<file path="src/bfam_pkg.sv">
// Shared constants and types of the beam filter and analog mapping block.
// Assumes one measurement-cycle clock and a 32-beam receiver.
package bfam_pkg;

   // ----------------------------------------
   // Beam array and converter sizes
   // ----------------------------------------
   localparam int BEAM_COUNT = 32;
   localparam int BEAM_W = 8;
   localparam int DAC_W = 12;
   localparam int DIV_W = 20;
   localparam logic [7:0] BEAM_LAST8 = 8'h20;
   localparam logic [15:0] BEAM_LAST16 = 16'h0020;
   localparam logic [11:0] DAC_MAX = 12'hfff;
   localparam logic [19:0] DIV_LIMIT = 20'h0_0fff;
   localparam logic [4:0] DIV_STEPS = 5'h14;
   localparam logic [15:0] DEPTH_MAX = 16'h00ff;

   // ----------------------------------------
   // Register byte offsets and fields
   // ----------------------------------------
   localparam logic [4:0] REG_CTRL = 5'h00;
   localparam logic [4:0] REG_DEPTH = 5'h04;
   localparam logic [4:0] REG_SIGNAL = 5'h08;
   localparam logic [4:0] REG_FUNC = 5'h0c;
   localparam logic [4:0] REG_START = 5'h10;
   localparam logic [4:0] REG_END = 5'h14;
   localparam logic [4:0] REG_SMOOTH = 5'h18;
   localparam logic [4:0] REG_STATUS = 5'h1c;
   localparam int CTRL_FACTORY_BIT = 0;
   localparam int ST_REJECT_BIT = 0;
   localparam int ST_INVERT_BIT = 1;
   localparam int ST_STABLE_BIT = 2;
   localparam int ST_LOADED_BIT = 3;
   localparam int ST_VALUE_LSB = 8;
   localparam int ST_CODE_LSB = 16;

   // ----------------------------------------
   // Signal types and evaluation functions
   // ----------------------------------------
   localparam logic [2:0] SIG_OFF = 3'h0;
   localparam logic [2:0] SIG_V0_5 = 3'h1;
   localparam logic [2:0] SIG_V0_10 = 3'h2;
   localparam logic [2:0] SIG_V0_11 = 3'h3;
   localparam logic [2:0] SIG_MA4_20 = 3'h4;
   localparam logic [2:0] SIG_MA0_20 = 3'h5;
   localparam logic [2:0] SIG_MA0_24 = 3'h6;
   localparam logic [2:0] FN_OFF = 3'h0;
   localparam logic [2:0] FN_FIRST_BLOCKED_BEAM = 3'h1;
   localparam logic [2:0] FN_FIRST_CLEAR_BEAM = 3'h2;
   localparam logic [2:0] FN_LAST_BLOCKED_BEAM = 3'h3;
   localparam logic [2:0] FN_LAST_CLEAR_BEAM = 3'h4;
   localparam logic [2:0] FN_TOTAL_BLOCKED_BEAMS = 3'h5;
   localparam logic [2:0] FN_TOTAL_CLEAR_BEAMS = 3'h6;

   // ----------------------------------------
   // Carriers
   // ----------------------------------------
   typedef struct packed {
      logic [7:0] depth;
      logic [2:0] sigType;
      logic [2:0] func;
      logic [7:0] startBeam;
      logic [7:0] endBeam;
      logic [7:0] smoothing;
   } bfam_cfg_type;

   typedef struct packed {
      logic enable;
      logic [2:0] range;
      logic [11:0] code;
   } bfam_dac_type;

   localparam bfam_cfg_type CFG_DEFAULT = '{
      depth: 8'h01, sigType: SIG_OFF, func: FN_OFF,
      startBeam: 8'h01, endBeam: 8'h20, smoothing: 8'h00};

endpackage

</file>
<file path="src/bfam_top.sv">
// Beam stability filter, beam evaluation and analog output mapping.
// Assumes beam states arrive on mclk with a one-cycle strobe per measurement
// cycle, an Avalon-MM master and a front panel on the same clock, and an
// external non-volatile store that answers one load request after reset.
`timescale 1ns/100ps
`default_nettype none
module bfam_top (
   input wire logic mclk,
   input wire logic rst_n,
   input wire logic [4:0] avs_address,
   input wire logic avs_read,
   input wire logic avs_write,
   input wire logic [31:0] avs_writedata,
   input wire logic [3:0] avs_byteenable,
   output logic [31:0] avs_readdata,
   output logic avs_waitrequest,
   input wire logic panelWrite,
   input wire logic [4:0] panelAddr,
   input wire logic [31:0] panelWriteData,
   input wire logic [31:0] beamBlocked,
   input wire logic beamStrobe,
   output logic nvLoadReq,
   input wire logic nvLoadValid,
   input wire bfam_pkg::bfam_cfg_type nvLoadImage,
   output logic nvSave,
   output bfam_pkg::bfam_cfg_type nvImage,
   output bfam_pkg::bfam_dac_type analogOut
);

   localparam int BC = bfam_pkg::BEAM_COUNT;

   typedef enum logic {PH_BOOT, PH_RUN} bfam_phase_type;

   typedef struct packed {
      bfam_phase_type phase;
      logic ack;
      logic waitReq;
      logic [31:0] rdata;
      bfam_pkg::bfam_cfg_type cfg;
      logic nvReq;
      logic nvSave;
      logic loaded;
      logic reject;
      logic [BC-1:0] prevBeams;
      logic [7:0] stableCnt;
      logic stable;
      logic evalPend;
      logic [BC-1:0] heldBeams;
      logic [7:0] value;
      logic invert;
      logic evalOff;
      logic divBusy;
      bfam_pkg::bfam_dac_type analog;
   } bfam_top_state_type;

   localparam bfam_top_state_type RESET_STATE = '{
      phase: PH_BOOT, waitReq: 1'b1, cfg: bfam_pkg::CFG_DEFAULT, default: '0};

   bfam_top_state_type s;
   bfam_top_state_type next_s;

   // ----------------------------------------
   // Register access helpers
   // ----------------------------------------
   function automatic logic [31:0] regRead(input bfam_top_state_type st,
                                           input logic [4:0] a);
      logic [31:0] r;
      r = 32'h0000_0000;
      case (a)
         bfam_pkg::REG_DEPTH: r[7:0] = st.cfg.depth;
         bfam_pkg::REG_SIGNAL: r[2:0] = st.cfg.sigType;
         bfam_pkg::REG_FUNC: r[2:0] = st.cfg.func;
         bfam_pkg::REG_START: r[7:0] = st.cfg.startBeam;
         bfam_pkg::REG_END: r[7:0] = st.cfg.endBeam;
         bfam_pkg::REG_SMOOTH: r[7:0] = st.cfg.smoothing;
         bfam_pkg::REG_STATUS: begin
            r[bfam_pkg::ST_REJECT_BIT] = st.reject;
            r[bfam_pkg::ST_INVERT_BIT] = st.invert;
            r[bfam_pkg::ST_STABLE_BIT] = st.stable;
            r[bfam_pkg::ST_LOADED_BIT] = st.loaded;
            r[bfam_pkg::ST_VALUE_LSB +: 8] = st.value;
            r[bfam_pkg::ST_CODE_LSB +: 12] = st.analog.code;
         end
         default: r = 32'h0000_0000;
      endcase
      return r;
   endfunction

   function automatic logic beamOk(input logic [15:0] v);
      return (v >= 16'h0001) && (v <= bfam_pkg::BEAM_LAST16);
   endfunction

   // Any value whose low 16 bits lie outside its field's range is refused as a whole.
   function automatic logic badWrite(input logic [4:0] a, input logic [31:0] d);
      logic bad;
      bad = 1'b0;
      case (a)
         bfam_pkg::REG_DEPTH: bad = d[15:0] > bfam_pkg::DEPTH_MAX;
         bfam_pkg::REG_SIGNAL: bad = d[15:0] > 16'h0006;
         bfam_pkg::REG_FUNC: bad = d[15:0] > 16'h0006;
         bfam_pkg::REG_START: bad = !beamOk(d[15:0]);
         bfam_pkg::REG_END: bad = !beamOk(d[15:0]);
         bfam_pkg::REG_SMOOTH: bad = d[15:0] > bfam_pkg::BEAM_LAST16;
         default: bad = 1'b0;
      endcase
      return bad;
   endfunction

   function automatic bfam_pkg::bfam_cfg_type cfgWrite(
         input bfam_pkg::bfam_cfg_type c, input logic [4:0] a, input logic [31:0] d);
      bfam_pkg::bfam_cfg_type r;
      r = c;
      if (!badWrite(a, d)) begin
         case (a)
            bfam_pkg::REG_DEPTH: r.depth = d[7:0];
            bfam_pkg::REG_SIGNAL: r.sigType = d[2:0];
            bfam_pkg::REG_FUNC: r.func = d[2:0];
            bfam_pkg::REG_START: r.startBeam = d[7:0];
            bfam_pkg::REG_END: r.endBeam = d[7:0];
            bfam_pkg::REG_SMOOTH: r.smoothing = d[7:0];
            default: r = c;
         endcase
      end
      return r;
   endfunction

   function automatic logic cfgValid(input bfam_pkg::bfam_cfg_type c);
      return (c.sigType <= bfam_pkg::SIG_MA0_24) &&
             (c.func <= bfam_pkg::FN_TOTAL_CLEAR_BEAMS) &&
             beamOk({8'h00, c.startBeam}) && beamOk({8'h00, c.endBeam}) &&
             (c.smoothing <= bfam_pkg::BEAM_LAST8);
   endfunction

   // ----------------------------------------
   // Smoothing of short blocked runs
   // ----------------------------------------
   // A blocked beam counts only when its run of adjacent blocked beams is at
   // least the smoothing length; the run is the forward plus backward length, less one.
   logic [7:0] runFwd [BC];
   logic [7:0] runBwd [BC];
   logic [BC-1:0] effBlocked;

   genvar g;
   generate
      for (g = 0; g < BC; g++) begin : gRun
         if (g == 0) begin : gLow
            assign runFwd[g] = s.heldBeams[g] ? 8'h01 : 8'h00;
         end else begin : gUp
            assign runFwd[g] = s.heldBeams[g] ? 8'(runFwd[g-1] + 8'h01) : 8'h00;
         end
         if (g == BC - 1) begin : gTop
            assign runBwd[g] = s.heldBeams[g] ? 8'h01 : 8'h00;
         end else begin : gDn
            assign runBwd[g] = s.heldBeams[g] ? 8'(runBwd[g+1] + 8'h01) : 8'h00;
         end
         assign effBlocked[g] = s.heldBeams[g] &&
            (({1'b0, runFwd[g]} + {1'b0, runBwd[g]}) > {1'b0, s.cfg.smoothing});
      end
   endgenerate

   // ----------------------------------------
   // Evaluation functions and range position
   // ----------------------------------------
   logic [7:0] firstB, firstC, lastB, lastC, totB, evalVal;
   logic [7:0] lo, hi, span, pos;
   logic invertNow;

   always_comb begin
      firstB = 8'h00;
      firstC = 8'h00;
      lastB = 8'h00;
      lastC = 8'h00;
      totB = 8'h00;
      for (int i = BC - 1; i >= 0; i--) begin
         if (effBlocked[i]) begin
            firstB = 8'(i + 1);
         end else begin
            firstC = 8'(i + 1);
         end
      end
      for (int i = 0; i < BC; i++) begin
         if (effBlocked[i]) begin
            lastB = 8'(i + 1);
         end else begin
            lastC = 8'(i + 1);
         end
         totB = 8'(totB + {7'h00, effBlocked[i]});
      end
      case (s.cfg.func)
         bfam_pkg::FN_FIRST_BLOCKED_BEAM: evalVal = firstB;
         bfam_pkg::FN_FIRST_CLEAR_BEAM: evalVal = firstC;
         bfam_pkg::FN_LAST_BLOCKED_BEAM: evalVal = lastB;
         bfam_pkg::FN_LAST_CLEAR_BEAM: evalVal = lastC;
         bfam_pkg::FN_TOTAL_BLOCKED_BEAMS: evalVal = totB;
         bfam_pkg::FN_TOTAL_CLEAR_BEAMS: evalVal = 8'(bfam_pkg::BEAM_LAST8 - totB);
         default: evalVal = 8'h00;
      endcase
      invertNow = s.cfg.endBeam < s.cfg.startBeam;
      lo = invertNow ? s.cfg.endBeam : s.cfg.startBeam;
      hi = invertNow ? s.cfg.startBeam : s.cfg.endBeam;
      span = 8'(hi - lo + 8'h01);
      if (evalVal < lo) begin
         pos = 8'h00;
      end else if (evalVal > hi) begin
         pos = span;
      end else begin
         pos = 8'(evalVal - lo + 8'h01);
      end
   end

   // ----------------------------------------
   // Scaling onto converter codes
   // ----------------------------------------
   // The divider trades latency for area: one result 21 clocks after start, far
   // shorter than a measurement cycle, so a stable result is never lost.
   logic divStart;
   logic divDone;
   logic [19:0] divQuot;
   logic [11:0] codeNow;

   assign divStart = s.evalPend && !s.divBusy;

   bfam_divider uDiv (
      .mclk(mclk),
      .rst_n(rst_n),
      .start(divStart),
      .dividend({pos, 12'h000}),
      .divisor(span),
      .done(divDone),
      .quotient(divQuot)
   );

   always_comb begin
      codeNow = (divQuot > bfam_pkg::DIV_LIMIT) ? bfam_pkg::DAC_MAX : divQuot[11:0];
      if (s.evalOff) begin
         codeNow = 12'h000;
      end else if (s.invert) begin
         codeNow = 12'(bfam_pkg::DAC_MAX - codeNow);
      end
   end

   // ----------------------------------------
   // Main state update
   // ----------------------------------------
   logic [31:0] beMask;
   logic [31:0] busData;
   logic srcAct [2];
   logic [4:0] srcAddr [2];
   logic [31:0] srcData [2];
   logic anyBad;
   logic anyClr;
   logic [7:0] cntNow;

   always_comb begin
      beMask = {{8{avs_byteenable[3]}}, {8{avs_byteenable[2]}},
                {8{avs_byteenable[1]}}, {8{avs_byteenable[0]}}};
      busData = (regRead(s, avs_address) & ~beMask) | (avs_writedata & beMask);
      // Panel comes second so that it wins a same-cycle tie.
      srcAct[0] = s.ack && avs_write;
      srcAddr[0] = avs_address;
      srcData[0] = busData;
      srcAct[1] = panelWrite;
      srcAddr[1] = panelAddr;
      srcData[1] = panelWriteData;
      anyBad = 1'b0;
      anyClr = 1'b0;
      cntNow = 8'h00;
      next_s = s;
      next_s.ack = 1'b0;
      next_s.nvSave = 1'b0;
      next_s.evalPend = 1'b0;
      next_s.analog.enable = s.cfg.sigType != bfam_pkg::SIG_OFF;
      next_s.analog.range = s.cfg.sigType;
      if ((avs_read || avs_write) && !s.ack) begin
         next_s.ack = 1'b1;
         next_s.rdata = regRead(s, avs_address);
      end
      next_s.waitReq = !next_s.ack;
      case (s.phase)
         PH_BOOT: begin
            next_s.nvReq = 1'b1;
            if (nvLoadValid) begin
               next_s.nvReq = 1'b0;
               next_s.phase = PH_RUN;
               next_s.loaded = 1'b1;
               next_s.cfg = cfgValid(nvLoadImage) ? nvLoadImage
                                                  : bfam_pkg::CFG_DEFAULT;
            end
         end
         PH_RUN: begin
            for (int k = 0; k < 2; k++) begin
               if (srcAct[k]) begin
                  if (srcAddr[k] == bfam_pkg::REG_CTRL &&
                      srcData[k][bfam_pkg::CTRL_FACTORY_BIT]) begin
                     next_s.cfg = bfam_pkg::CFG_DEFAULT;
                  end
                  if (srcAddr[k] == bfam_pkg::REG_STATUS &&
                      srcData[k][bfam_pkg::ST_REJECT_BIT]) begin
                     anyClr = 1'b1;
                  end
                  next_s.cfg = cfgWrite(next_s.cfg, srcAddr[k], srcData[k]);
                  anyBad = anyBad | badWrite(srcAddr[k], srcData[k]);
               end
            end
            next_s.reject = anyBad | (s.reject & ~anyClr);
            next_s.nvSave = next_s.cfg != s.cfg;
            if (beamStrobe) begin
               if (beamBlocked != s.prevBeams) begin
                  cntNow = 8'h01;
               end else begin
                  cntNow = (s.stableCnt == 8'hff) ? 8'hff : 8'(s.stableCnt + 8'h01);
               end
               next_s.prevBeams = beamBlocked;
               next_s.stableCnt = cntNow;
               next_s.stable = cntNow >= s.cfg.depth;
               if (cntNow >= s.cfg.depth) begin
                  next_s.heldBeams = beamBlocked;
                  next_s.evalPend = 1'b1;
               end
            end
         end
         default: next_s.phase = PH_BOOT;
      endcase
      if (divStart) begin
         next_s.divBusy = 1'b1;
         next_s.invert = invertNow;
         next_s.evalOff = s.cfg.func == bfam_pkg::FN_OFF;
         next_s.value = evalVal;
      end
      if (divDone) begin
         next_s.divBusy = 1'b0;
         next_s.analog.code = codeNow;
      end
   end

   always_ff @(posedge mclk) begin
      if (!rst_n) begin
         s <= RESET_STATE;
      end else begin
         s <= next_s;
      end
   end

   assign avs_readdata = s.rdata;
   assign avs_waitrequest = s.waitReq;
   assign nvLoadReq = s.nvReq;
   assign nvSave = s.nvSave;
   assign nvImage = s.cfg;
   assign analogOut = s.analog;
endmodule
`default_nettype wire

</file>
<file path="src/bfam_divider.sv">
// Iterative restoring divider used to scale beam positions onto converter codes.
// Assumes start is a same-clock pulse and that the divisor is never zero.
`timescale 1ns/100ps
`default_nettype none
module bfam_divider (
   input wire logic mclk,
   input wire logic rst_n,
   input wire logic start,
   input wire logic [19:0] dividend,
   input wire logic [7:0] divisor,
   output logic done,
   output logic [19:0] quotient
);

   typedef struct packed {
      logic busy;
      logic done;
      logic [4:0] cnt;
      logic [7:0] rem;
      logic [19:0] quo;
   } bfam_div_state_type;

   bfam_div_state_type s;
   bfam_div_state_type next_s;
   logic [8:0] trial;

   // One quotient bit per clock; a start while busy is ignored.
   always_comb begin
      next_s = s;
      next_s.done = 1'b0;
      trial = {s.rem, s.quo[19]};
      if (start && !s.busy) begin
         next_s.busy = 1'b1;
         next_s.cnt = bfam_pkg::DIV_STEPS;
         next_s.rem = 8'h00;
         next_s.quo = dividend;
      end else if (s.busy) begin
         if (trial >= {1'b0, divisor}) begin
            next_s.rem = 8'(trial - {1'b0, divisor});
            next_s.quo = {s.quo[18:0], 1'b1};
         end else begin
            next_s.rem = trial[7:0];
            next_s.quo = {s.quo[18:0], 1'b0};
         end
         next_s.cnt = 5'(s.cnt - 5'h01);
         if (s.cnt == 5'h01) begin
            next_s.busy = 1'b0;
            next_s.done = 1'b1;
         end
      end
   end

   always_ff @(posedge mclk) begin
      if (!rst_n) begin
         s <= '0;
      end else begin
         s <= next_s;
      end
   end

   assign done = s.done;
   assign quotient = s.quo;

endmodule
`default_nettype wire

</file>
<file path="config.mk">
export PLATFORM = sky130hd
export DESIGN_NAME = bfam_top
export DESIGN_NICKNAME = d
export VERILOG_FILES = /design/src/bfam_pkg.sv /design/src/bfam_top.sv /design/src/bfam_divider.sv
export SDC_FILE = /design/constraint.sdc
export NUM_CORES = 2
export LEC_CHECK = 0
export BUFFER_PORTS_ARGS = -buffer_cell sky130_fd_sc_hd__buf_2
export CAP_MARGIN = 20
export CORE_MARGIN = 2
export CORE_UTILIZATION = 52
export DETAILED_ROUTE_END_ITERATION = 10
export PLACE_DENSITY_LB_ADDON = 0.15
export SLEW_MARGIN = 20
export SYNTH_ARGS = -nofsm -noshare
export SYNTH_HDL_FRONTEND = slang
export SYNTH_HIERARCHICAL = 1
export SYNTH_SLANG_ARGS = --single-unit
</file>
<file path="constraint.sdc">
create_clock -name mclk -period 23.8 [get_ports mclk]
set_input_delay 3.57 -clock mclk [delete_from_list [all_inputs] [get_ports mclk]]
set_output_delay 3.57 -clock mclk [all_outputs]
set_load 0.02 [all_outputs]
</file>
==> out/qor.txt <==
GRT
-------------------------------------------------------------------------------------
Global-route wire length before repair                                      164000 um
Vias in the first global route                                                  30100
Maximum number of pins on one net before global-route repair                       71
Met2 usage in global routing                                                    0.500
Global routing usage on met1                                                    0.420
Most used routing layer in global routing                                        met2
Sum of overflow across all layers after global routing                              0
Met3 usage in global routing                                                   0.0500
Total GRT Usage                                                                 0.310
Antenna violations before repair                                                    4

ROUTING
-------------------------------------------------------------------------------------
1st-iter DRT viols                                                               2636
Total length of routed wires                                                104000 um
Length of the first detailed-routing pass in iterations                             8
Vias after detailed routing                                                     31600
Antenna Nets Post-Route                                                             0
Wire length per cell after detailed routing                                   19.2 um
Detailed-route DRC error count                                                      0
Detailed-route vias per instance                                                 5.81

CLOCK NETWORK
-------------------------------------------------------------------------------------
Post-CTS sizing                                                                     0
TritonCTS clock tree                                                              yes
Number of buffers on the longest clock path                                         3
Clock-pin slew of the registers on the worst-case setup and hold paths          60 ps
CTS H-tree lvls                                                                     1
Master cell of the clock root buffer                                     sky130_fd_sc_hd__clkbuf_16
Setup Buffers After CTS                                                             0
Clock latency at the later pin of the worst-skew pair                          600 ps
Sink count of the clock tree                                                      209
Hold-fix buffers at CTS                                                             0
CTS buffer count                                                                   28

STA
-------------------------------------------------------------------------------------
Transition time at the pin with the least slew margin                         1140 ps
Worst-case hold slack                                                          459 ps
Setup TNS                                                                        0 ps
Final Hold Vio Count                                                                0
Max-slew headroom                                                               0.235
Unrepaired setup endpoints after global routing                                 false
Setup skew after layout                                                       17.1 ps
Ratio of final minimum period to clock period                                   0.695
Final setup vio count                                                               0
Maximum frequency from static timing analysis                                60.5 MHz
Minimum clock period                                                         16540 ps
Number of pins with negative max-slew slack in the final report                     0

POWER
-------------------------------------------------------------------------------------
Internal power                                                                 819 uW
Leakage component of the power                                                16.2 nW
Total power density per cell area                                        34.7 nW/um^2
Part of the total power dissipated in sequential elements                       0.305
Clock power share                                                               0.381
Comb power frac                                                                 0.314
Fraction of power spent switching nets                                          0.342
Switching pwr                                                                  426 uW
Maximum vdd drop                                                          0.0000591 V

WORST HOLD PATH
-------------------------------------------------------------------------------------
Min-Delay Startpoint                                                            s[16]
Hold Path Sink                                                                  s[16]
Number of instances on the worst hold path                                          1
Min-Delay Path Class                                                       reg -> reg

LAYOUT
-------------------------------------------------------------------------------------
Commonest non-fill, non-tap cell in the layout                           sky130_fd_sc_hd__ha_1
Most frequent cells in the layout                                        sky130_fd_sc_hd__ha_1 (523), sky130_fd_sc_hd__nand2_1 (390), sky130_fd_sc_hd__nor2_1 (383)
Layout overhead on the synthesized area                                         8.32%
Final net count                                                                  5304
Layout cell share with drive strength beyond 1                                 0.0878
Filler Cells Inserted                                                            6176
Area of all placed cells without fillers                                   35900 um^2

WORST SETUP PATH
-------------------------------------------------------------------------------------
CP Data Required Time                                                        24290 ps
Largest stage delay on the critical path                                       730 ps
Number of cell instances on the worst register-to-register path                    62
Maximum net fanout on the critical path                                            16
Crit Path Category                                                         reg -> reg
Critical Path Source Type                                                        flop
CP endpoint kind                                                                 flop
Startpoint of the worst register-to-register path                               s[54]
Cell with the most instances on the worst path                           sky130_fd_sc_hd__fa_1
Standard cell with the maximum stage delay on the critical path          sky130_fd_sc_hd__dfxtp_1
Crit path DAT                                                                17020 ps
FF-to-FF End                                                             uDiv/quotient[19]
Slack of the worst reg-to-reg path                                            7260 ps

PLACE
-------------------------------------------------------------------------------------
Estimated wirelength of the detail-placed design                             82600 um
I/O Buffers                                                                       205
Final weighted congestion in routability-driven placement                       0.992
DP Area                                                                    34800 um^2

LOGIC SYNTHESIS
-------------------------------------------------------------------------------------
Synth unique cells                                                                121
Synthesized cell area                                                      33100 um^2
Post-synthesis register bit count                                                 209
Number of synthesis warnings                                                        6
Top post-synthesis cells by area                                         sky130_fd_sc_hd__ha_1 (20%), sky130_fd_sc_hd__dfxtp_1 (13%), sky130_fd_sc_hd__xnor2_1 (5.7%), sky130_fd_sc_hd__a21oi_1 (4.9%), sky130_fd_sc_hd__nand2_1 (4.4%)
Yosys top cell area share                                                       0.198
Async set-reset flop share out of synthesis                                         0
Fraction of the yosys area taken by sequential cells                            0.126
Post-synth EDFFs                                                                    0
Average size of a mapped cell                                               7.59 um^2
Cells after Synth                                                                4363
Dominant cell type by area after synthesis                               sky130_fd_sc_hd__ha_1
Ys flop type                                                             sky130_fd_sc_hd__dfxtp_1

DIE
-------------------------------------------------------------------------------------
Vertical die dimension                                                         256 um
I/O pin count                                                                     244
Row count                                                                          92
Overall die area                                                           65700 um^2
Horizontal die dimension                                                       256 um
Initial cell density of the core                                                0.526
Area inside the core boundary                                              63000 um^2

OUTCOME
-------------------------------------------------------------------------------------
Outcome                                                                  complete, no violations

JOB
-------------------------------------------------------------------------------------
Maximum Capacitance Violations                                                      0

-- per-stage QoR --
step	utilization	cells	setup slack [ps]	power, mW
2_1_floorplan	-	4534	9740	0.675
5_1_grt	0.570	5440	6400	1.32
6_report	0.570	5440	7260	1.24
4_1_cts	0.569	5437	7410	1.24
3_5_place_dp	0.553	5385	7480	0.765
3_3_place_gp	0.553	5385	7600	0.762
-- state kept, by name, indices dropped and copies added, names as in the netlist --
name,cells
uDiv/quotient,20
nvLoadReq,1
uDiv/done,1
s,89
uDiv/s,14
avs_waitrequest,1
avs_readdata,28
analogOut,16
nvSave,1
nvImage,38
-- how the worst max path moves through the flow --
stage	depth (start not counted)	to	slack, ps	from
after floorplan	60	uDiv/quotient[12]	9740	s[58]
after global placement	62	uDiv/quotient[19]	7600	s[58]
after detailed placement	62	uDiv/quotient[19]	7480	s[58]
after CTS	62	uDiv/quotient[19]	7410	s[58]
after global routing	62	uDiv/quotient[19]	6400	s[54]
final	62	uDiv/quotient[19]	7260	s[54]
-- power groups by stage --
stage | sequential [mW] | combinational, mW | clock (mW)
after floorplan | 0.375 | 0.300 | 0
after global placement | 0.386 | 0.376 | 0
after detailed placement | 0.386 | 0.379 | 0
after CTS | 0.378 | 0.382 | 0.483
after global routing | 0.380 | 0.442 | 0.496
final | 0.379 | 0.391 | 0.475
-- synth_stat cells, drive strengths merged, types with 23 or more instances --
cell type and count:
nor2 386, a22oi 43, fa 57, buf 132
o21a 191, or3 31, nor3 73, a22o 36
o21bai 77, nor2b 96, clkbuf 104, a221oi 23
xnor2 220, nor4 28, nand2b 48, dfxtp 209
ha 523, a21oi 329, inv 325, o21ai 223
a21o 62, and2 80, a211oi 28, mux2i 86
xor2 68, nand3 61, nand2 391, nand4 105
and3 27
-- critical path, delay by kind of cell, from the launching register on --
kind	cells	cell delay, ps
buf+inv	6	750
mux	5	1560
xor+xnor	4	730
flops	1	730
simple gates	14	3170
compound gates	21	4530
fa+ha+maj	12	4950
-- per-layer routing --
layer,share of wire,vias to the layer above
li1,-,15800
met1,0.45,14700
met2,0.44,1017
met3,0.073,191
met4,0.033,0
met5,0,-
-- cell families (layout without fill, tap and decap cells) --
logic type,Yosys count,after routing,share of synthesized area
AO/OA/AOI/OAI,1224,1224,0.250
XOR/XNOR,288,288,0.0769
adder cells (fa/ha/maj),582,582,0.233
buffers and inverters,567,624,0.0775
flip-flops,209,209,0.126
multiplexers,106,106,0.0339
other,1,175,0.000113
AND/OR/NAND/NOR,1386,1386,0.203
-- layout make-up --
type                            count  area, um^2  share of cell area
Timing Repair Buffer              241        1300              0.0361
Clock buffer                       36         761              0.0212
Multi-Input combinational cell   3758       27000               0.754
Inverter                          331        1240              0.0347
Antenna cell                        3        7.51            0.000209
Sequential cell                   209        4190               0.117
Tap cell                          846        1060              0.0295
Clock inverter                     16         275             0.00768
Power figures use the tool's default switching activity.
